**src/design/port_sound_pkg.sv**
```systemverilog
package port_sound_pkg;
  // ****************************************************************
  // register map
  // ****************************************************************
  localparam logic [7:0] ADDR_PORT_CTRL = 8'h05;
  localparam logic [7:0] ADDR_KEY_SOUND = 8'h06;
  localparam logic [7:0] ADDR_ALERT_SOUND = 8'h07;

  // ****************************************************************
  // field positions
  // ****************************************************************
  localparam int PORT_HI_BIT = 7;
  localparam int PORT_LO_BIT = 2;
  localparam int INT_PORT_BIT = 1;
  localparam int ALERT_LEVEL_BIT = 0;
  localparam int DUR_HI_BIT = 7;
  localparam int DUR_LO_BIT = 5;
  localparam int NUM_PORTS = PORT_HI_BIT - PORT_LO_BIT + 1;

  // ****************************************************************
  // reset values and encodings
  // ****************************************************************
  localparam logic [5:0] PORT_RESET = 6'h3F;
  localparam logic INT_PORT_RESET = 1'b1;
  localparam logic [7:0] KEY_SOUND_RESET = 8'h51;
  localparam logic [7:0] ALERT_SOUND_RESET = 8'hBB;
  localparam logic [2:0] DUR_CONTINUOUS = 3'h0;
  localparam logic [2:0] DUR_1000MS = 3'h7;
  localparam logic BUFFER_QUEUE = 1'b1;
  localparam logic [4:0] KEYSCAN_INT_OFF = 5'h00;
endpackage

```
**src/design/port_sound_regs.sv**
```systemverilog
`timescale 1ns/1ps
`default_nettype none
module port_sound_regs
  import port_sound_pkg::*;
(
  input wire logic CLK, // system clock, 40 MHz
  input wire logic RST_N, // async reset, active low
  input wire logic [7:0] REG_ADDR, // register address
  input wire logic REG_WR, // write strobe, one cycle
  input wire logic [7:0] REG_WDATA, // write data
  input wire logic REG_RD, // read strobe, one cycle
  output logic [7:0] REG_RDATA, // read data, valid cycle after REG_RD
  input wire logic [4:0] KEYSCAN_INT_CFG, // interrupt register bits 4..0
  input wire logic KEY_SOUND_EN, // configuration key-sound enable
  input wire logic ALERT_SOUND_EN, // configuration alert-sound enable
  input wire logic KEY_DEBOUNCED, // pulse: key(s) debounced
  input wire logic ALERT_IN, // alert input pin level
  output logic [5:0] PORT_O, // open-drain port 7..2 output level
  output logic [5:0] PORT_OE, // port 7..2 drive enable, high pulls low
  output logic INT_O, // interrupt pin output level
  output logic INT_OE, // interrupt pin drive enable
  output logic [7:0] SND_CMD, // command waiting for the sounder
  output logic SND_VALID, // a command is waiting
  input wire logic SND_TAKE // sounder controller takes the command
);
  logic [5:0] port_q;
  logic int_port_q;
  logic [7:1] key_sound_q;
  logic [7:1] alert_sound_q;
  logic alert_q;
  logic [7:0] rdata_q;
  logic [5:0] port_oe_q;
  logic int_oe_q;
  logic [5:0] port_o_q;
  logic int_o_q;
  logic wr_port;
  logic wr_key;
  logic wr_alert;
  logic alert_fall;
  logic key_fire;
  logic alert_fire;
  logic push;
  logic [7:0] push_cmd;

  // ****************************************************************
  // helpers
  // ****************************************************************
  function automatic logic [7:1] fix_preset(input logic [7:0] wd);
    logic [7:1] v;
    v = wd[7:1];
    if (wd[DUR_HI_BIT:DUR_LO_BIT] == DUR_CONTINUOUS) begin
      v[DUR_HI_BIT:DUR_LO_BIT] = DUR_1000MS;
    end
    return v;
  endfunction

  function automatic logic [7:0] preset_cmd(input logic [7:1] p);
    return {p, BUFFER_QUEUE};
  endfunction

  assign wr_port = REG_WR && (REG_ADDR == ADDR_PORT_CTRL);
  assign wr_key = REG_WR && (REG_ADDR == ADDR_KEY_SOUND);
  assign wr_alert = REG_WR && (REG_ADDR == ADDR_ALERT_SOUND);

  // ****************************************************************
  // port control register
  // ****************************************************************
  always_ff @(posedge CLK or negedge RST_N) begin
    if (!RST_N) begin
      port_q <= PORT_RESET;
    end else if (wr_port) begin
      port_q <= REG_WDATA[PORT_HI_BIT:PORT_LO_BIT];
    end
  end

  // while key-scan interrupts are live that logic owns the pin
  always_ff @(posedge CLK or negedge RST_N) begin
    if (!RST_N) begin
      int_port_q <= INT_PORT_RESET;
    end else if (wr_port && KEYSCAN_INT_CFG == KEYSCAN_INT_OFF) begin
      int_port_q <= REG_WDATA[INT_PORT_BIT];
    end
  end

  // pins follow the register one cycle later, from flops
  always_ff @(posedge CLK or negedge RST_N) begin
    if (!RST_N) begin
      port_oe_q <= 6'h00;
      int_oe_q <= 1'b0;
      port_o_q <= 6'h00;
      int_o_q <= 1'b0;
    end else begin
      port_oe_q <= ~port_q;
      int_oe_q <= ~int_port_q;
      port_o_q <= 6'h00;
      int_o_q <= 1'b0;
    end
  end

  // ****************************************************************
  // sound presets
  // ****************************************************************
  always_ff @(posedge CLK or negedge RST_N) begin
    if (!RST_N) begin
      key_sound_q <= KEY_SOUND_RESET[7:1];
    end else if (wr_key) begin
      key_sound_q <= fix_preset(REG_WDATA);
    end
  end

  always_ff @(posedge CLK or negedge RST_N) begin
    if (!RST_N) begin
      alert_sound_q <= ALERT_SOUND_RESET[7:1];
    end else if (wr_alert) begin
      alert_sound_q <= fix_preset(REG_WDATA);
    end
  end

  // ****************************************************************
  // sound triggers
  // ****************************************************************
  // reset to high so a low alert level at release counts as a falling edge
  always_ff @(posedge CLK or negedge RST_N) begin
    if (!RST_N) begin
      alert_q <= 1'b1;
    end else begin
      alert_q <= ALERT_IN;
    end
  end

  assign alert_fall = alert_q && !ALERT_IN;
  assign key_fire = KEY_DEBOUNCED && KEY_SOUND_EN;
  assign alert_fire = alert_fall && ALERT_SOUND_EN;
  assign push = key_fire || alert_fire;
  // both at once: the alert is the later command and keeps the slot
  assign push_cmd = alert_fire ? preset_cmd(alert_sound_q)
                               : preset_cmd(key_sound_q);

  sound_cmd_queue #(
    .WIDTH(8)
  ) u_queue (
    .clk(CLK),
    .rst_n(RST_N),
    .push(push),
    .push_cmd(push_cmd),
    .pop(SND_TAKE),
    .full(SND_VALID),
    .cmd(SND_CMD)
  );

  // ****************************************************************
  // read back
  // ****************************************************************
  always_ff @(posedge CLK or negedge RST_N) begin
    if (!RST_N) begin
      rdata_q <= 8'h00;
    end else if (REG_RD) begin
      unique case (REG_ADDR)
        ADDR_PORT_CTRL: rdata_q <= {port_q, int_port_q, ALERT_IN};
        ADDR_KEY_SOUND: rdata_q <= preset_cmd(key_sound_q);
        ADDR_ALERT_SOUND: rdata_q <= preset_cmd(alert_sound_q);
        default: rdata_q <= 8'h00;
      endcase
    end
  end

  assign REG_RDATA = rdata_q;
  assign PORT_OE = port_oe_q;
  assign INT_OE = int_oe_q;
  assign PORT_O = port_o_q;
  assign INT_O = int_o_q;
endmodule
`default_nettype wire

```
**src/design/sound_cmd_queue.sv**
```systemverilog
`timescale 1ns/1ps
`default_nettype none
module sound_cmd_queue
  import port_sound_pkg::*;
#(
  parameter int WIDTH = 8
) (
  input wire logic clk, // system clock
  input wire logic rst_n, // async reset, active low
  input wire logic push, // append a command
  input wire logic [WIDTH-1:0] push_cmd, // command to append
  input wire logic pop, // consumer takes the queued command
  output logic full, // one command is waiting
  output logic [WIDTH-1:0] cmd // waiting command
);
  generate
    if (WIDTH < 2) begin : g_bad_width
      $error("sound_cmd_queue needs at least two bits");
    end
  endgenerate

  logic full_q;
  logic [WIDTH-1:0] cmd_q;

  // ****************************************************************
  // single slot: a push on a full slot overwrites the older command
  // ****************************************************************
  always_ff @(posedge clk or negedge rst_n) begin
    if (!rst_n) begin
      cmd_q <= '0;
    end else if (push) begin
      cmd_q <= push_cmd;
    end
  end

  // push wins over a pop in the same cycle so no command is lost
  always_ff @(posedge clk or negedge rst_n) begin
    if (!rst_n) begin
      full_q <= 1'b0;
    end else if (push) begin
      full_q <= 1'b1;
    end else if (pop) begin
      full_q <= 1'b0;
    end
  end

  assign full = full_q;
  assign cmd = cmd_q;
endmodule
`default_nettype wire

```
**config.mk**
```make
export PLATFORM = sky130hd
export DESIGN_NAME = port_sound_regs
export DESIGN_NICKNAME = d
export VERILOG_FILES = /design/src/design/port_sound_pkg.sv /design/src/design/port_sound_regs.sv /design/src/design/sound_cmd_queue.sv
export SDC_FILE = /design/constraint.sdc
export NUM_CORES = 1
export LEC_CHECK = 0
export BUFFER_PORTS_ARGS = -buffer_cell sky130_fd_sc_hd__buf_2
export CORE_ASPECT_RATIO = 0.9
export CORE_UTILIZATION = 51
export DETAILED_ROUTE_END_ITERATION = 16
export GPL_TIMING_DRIVEN = 0
export PLACE_DENSITY = 0.84
export SETUP_SLACK_MARGIN = 0.5
export SYNTH_ARGS = -nofsm -noshare
export SYNTH_HDL_FRONTEND = slang
export SYNTH_SLANG_ARGS = --single-unit
```
**constraint.sdc**
```tcl
create_clock -name CLK -period 1.6 [get_ports CLK]
set_input_delay 0.4 -clock CLK [delete_from_list [all_inputs] [get_ports CLK]]
set_output_delay 0.4 -clock CLK [all_outputs]
set_load 0.05 [all_outputs]
```
# --- Word level (Yosys, flattened, before mapping) ---
# Cells that the tools add are included.
totals:
  regBits: 46
  input_bits: 30
  output_inout_bits: 31
  wordCells: 32
op_classes:
  eq_ne: 3
  muxes: 5
  bitwise_logic: 2
  n_reduce_logical: 12
ops:
  columns: ["op", "count"]
  rows:
  - ["8-bit by 3-bit equality test with 1-bit output (second input constant)", 3]
  - ["8-bit one-hot mux with 3 select lines", 1]
  - ["8-bit two-way mux", 1]
  - ["1-bit logical AND", 7]
  - ["6-bit inverter", 1]
  - ["5-bit logical NOT", 1]
  - ["3-bit logical NOT", 1]
  - ["3-bit two-way mux", 1]
  - ["1-bit two-way mux", 2]
  - ["2-bit nonzero test", 1]
  - ["1-bit logical NOT", 1]
  - ["1-bit logical OR", 1]
  - ["1-bit inverter", 1]

# --- Longest topological paths before layout ---
depth:
  word_depth: 5
  depth_mapped: 5

# --- By module ---
# Synthesis repeated with hierarchy kept, for this count alone.
unflattened:
  hier_cells: 148
  hier_area_um2: 2102.0
by_module_without_submodules:
  columns: ["mod", "instances", "cells_each", "area_per_inst_um2", "seq_area_each_um2"]
  rows:
  - ["port_sound_regs", 1, 128, 1732.9, 944.7]
  - ["sound_cmd_queue", 1, 20, 369.1, 225.2]

# --- Worst setup path after synthesis ---
# Ideal clock, no wire load.
synth_path:
  path_type: "in2reg"
  startpoint: "input REG_ADDR[5]"
  endpoint: "register alert_sound_q[2] in the netlist's numbering"
  arrival_ns: 1.717
  required_time_ns: 1.475
  path_slack_ns: -0.242
  cell_stages: 4
  cell_sequence: "or4_4 -> or3_1 -> buf_6 -> mux2_4"
synth_between:
  elab_chain_len: 2
synth_rtl:
  columns: ["item", "line", "source"]
  rows:
  - ["start: declaration", "port_sound_regs.sv:8", "input wire logic [7:0] REG_ADDR,"]
  - ["8-bit by 3-bit equality test with 1-bit output", "port_sound_regs.sv:63", "assign wr_alert = REG_WR && (REG_ADDR == ADDR_ALERT_SOUND);"]
  - ["1-bit logical AND", "port_sound_regs.sv:63", null]
  - ["end signal: assignment", "port_sound_regs.sv:113", "alert_sound_q <= ALERT_SOUND_RESET[7:1];"]
  - ["end signal: assignment", "port_sound_regs.sv:115", "alert_sound_q <= fix_preset(REG_WDATA);"]
  - ["end: declaration", "port_sound_regs.sv:29", "logic [7:1] alert_sound_q;"]
# No other way between the ends.
# A chain may end at the register's enable or synchronous reset.

# --- Worst setup path after layout ---
layout_path:
  startpoint: "input REG_ADDR[5]"
  endpoint: "register alert_sound_q[6] in the netlist's numbering"
# Same word-level chain as after synthesis.

==> impl_metrics.py <==
metrics = {
    "setup_path": {
        "path_class": "in2reg",
        "crit_fanout": 7,
        "cp_data_arrival_time_ns": 1.90,
        "worstSetupEndpointType": "register",
        "cp-start-kind": "input port",
        "critPathRequiredTime_ns": 1.80,
    },
    "drt": {
        "drt-initial-drc-count": 112,
        "ant_nets": 0,
        "totalWireLength_um": 5380,
        "post_drt_wl_per_cell_um": 18.5,
        "via_count": 1629,
        "firstDrtPassIters": 4,
        "vias_per_cell": 5.60,
        "post-route-drc-count": 0,
    },
    "timing": {
        "period_minus_slack_ns": 1.71,
        "final_max_slew_viol_count": 0,
        "tns_ns": -0.664,
        "fin_crit_sh_pct": 107,
        "tightest_slew_ns": 0.979,
        "finalHoldViolations": 0,
        "setup_ws_ns": -0.106,
        "finalSetupViolCount": 14,
        "relSlewSlack_pct": 34.8,
        "clock_skew_ns": 0.0167,
        "rsz0062_at_grt": "true",
        "fmax_ghz": 0.586,
    },
    "placement": {
        "port_buffers": 52,
        "place.gp.congestion": 0.789,
        "hpwlAfterDp_um": 2800,
    },
    "clocking": {
        "cts_tree": "done",
        "clock-root-buffer": "clkbuf_8",
        "clk_path_buf_depth": 2,
        "cts_buffers": 5,
        "clk-insertion-delay-late_ns": 0.32,
        "hold_buffers": 0,
        "clk_pin_slew_ns": 0.08,
        "cts-htree-levels": 2,
        "clock_sinks": 46,
    },
    "floorplan": {
        "pin_count": 61,
        "start_util_pct": 54.0,
        "core_area_sq_mm": 0.00378,
        "die_h_um": 62.0,
        "die_area_sq_mm": 0.00426,
        "rows": 21,
        "die_x_um": 68.7,
    },
    "synth": {
        "synth_top_family_by_area": "multiplexers",
        "synthAdderAreaFrac_pct": 0,
        "async_flop_share_pct": 100,
        "synth.area.mux_share_pct": 20.1,
        "syn_area_sq_mm": 0.00204,
        "ys_ff_latch": 46,
        "synth-compound-area-share_pct": 9.55,
        "synth_edf_count": 0,
        "synthFlopType": "dfrtp_1",
        "synth_xor_area_share_pct": 0,
        "ys_seq_area_share_pct": 57.3,
        "synthCells": 155,
        "yosys_warnings": 0,
        "avgSynthCellArea_sq_um": 13.2,
        "synth_cell_types": 31,
        "synthSimpleGateAreaFrac_pct": 7.35,
    },
    "global_route": {
        "grt.overflow.total": 0,
        "grt_pass1_vias": 1467,
        "grt_max_degree": 47,
        "grt_util_all_layers_pct": 24.6,
        "antenna_found_initial": 0,
        "grt_pass1_wl_um": 7270,
    },
    "hold_path": {
        "hold_class": "in2reg",
    },
    "flow_run": {
        "maxCapViolCount": 0,
    },
    "power_and_ir_drop": {
        "power.density_mw_per_mm2": 820,
        "peakVddDrop_mv": 0.612,
        "finalPower_mw": 2.54,
        "p_leak_nw": 1.47,
    },
    "finish": {
        "diodes": 0,
        "drive_gt1_share_pct": 67.8,
        "nets": 274,
        "area_delta_synth_final_pct": 51.8,
        "nFillCells": 207,
    },
    "status": {
        "outcome": "complete, but fails checks",
        "failed_checks": "negative setup slack",
    },
}
-- power by group --
group	internal [mW]	total, mW	switching, mW
Clock	0.307	0.732	0.424
Sequential	1.24	1.29	0.0498
Combinational	0.221	0.527	0.306
-- worst paths after layout --
kind,from,slack (ns),cells after the start,to
max,REG_ADDR[5],-0.11,5,alert_sound_q[6]
max reg2reg,alert_q,0.43,5,u_queue.cmd[7]
min in group asynchronous,RST_N,0.23,1,REG_RDATA[2]
max in group asynchronous,RST_N,0.75,1,INT_OE
min reg2reg,port_q[2],0.44,1,PORT_OE[2]
min,ALERT_IN,0.22,1,alert_q
-- sequential cells by signal, summed over array words and instances, names as in the netlist --
name,cells
key_sound_q,7
alert_sound_q,7
alert_q,1
INT_OE,1
REG_RDATA,8
int_port_q,1
u_queue.cmd,8
u_queue.full,1
PORT_OE,6
port_q,6
-- synthesized netlist by cell type (3+ instances only) --
cell type | instances | area [sq um]
dfrtp_1 | 31 | 776
mux2_2 | 21 | 236
dfstp_2 | 15 | 394
a21oi_1 | 8 | 40.0
inv_1 | 8 | 30.0
nor2_1 | 8 | 30.0
a22oi_1 | 7 | 52.6
buf_4 | 7 | 52.6
mux2_4 | 7 | 105
mux2i_1 | 7 | 70.1
o2bb2ai_1 | 7 | 61.3
nor2b_1 | 3 | 18.8
o21bai_1 | 3 | 22.5
-- kinds of logic after synthesis --
family | Yosys count
AOI/OAI and AO/OA | 27
buffers and inverters | 21
DFF | 46
muxes | 35
other | 1
and+or+nand+nor | 25
-- cell type report --
cell class / instances / area, sq um / share of cell area (%)
Sequential cell: 46 / 1170 / 37.7
Multi-Input combinational cell: 94 / 978 / 31.5
Timing Repair Buffer: 76 / 668 / 21.5
Buffer: 12 / 104 / 3.35
Clock buffer: 5 / 68.8 / 2.22
Tap cell: 46 / 57.6 / 1.86
Inverter: 9 / 33.8 / 1.09
Clock inverter: 3 / 21.3 / 0.686
-- metal layers --
metal,global-route usage (%),vias to the layer above,wire [um]
li1,-,724,-
met1,32.7,828,2210
met2,39.6,73,2880
met3,5.47,4,235
met4,9.62,0,50
met5,0,-,0
-- repair_timing --
action,4_1_cts,5_1_grt
gates cloned,0,1
endpoints found under the setup margin,60,61
setup buffers,13,10
pin swaps,9,8
resized for setup,88,16
-- placed cells by master (no fill, tap or decap), types with 8 or more instances in the layout --
cell type	count
inv_1	8
buf_6	33
dfstp_2	15
dfrtp_1	31
mux2_2	14
buf_4	22
buf_2	26
mux2_4	14
-- worst max-delay path, stage by stage --
cell	delay (ns)
buf_8	0.09
or4_4	0.55
or3_4	0.40
buf_8	0.16
mux2_4	0.29
-- through the flow --
stage	cells	util, %	hold slack, ns	setup WS (ns)	area, sq um
2_1_floorplan	161	-	0.104	-0.242	2110
3_3_place_gp	259	64.1	0.427	-0.555	2420
3_5_place_dp	259	64.1	0.429	-0.570	2420
4_1_cts	280	77.4	0.204	-0.0717	2930
5_1_grt	291	82.0	0.205	-0.116	3100
6_report	291	82.0	0.217	-0.106	3100
Power figures use the tool's default switching activity.
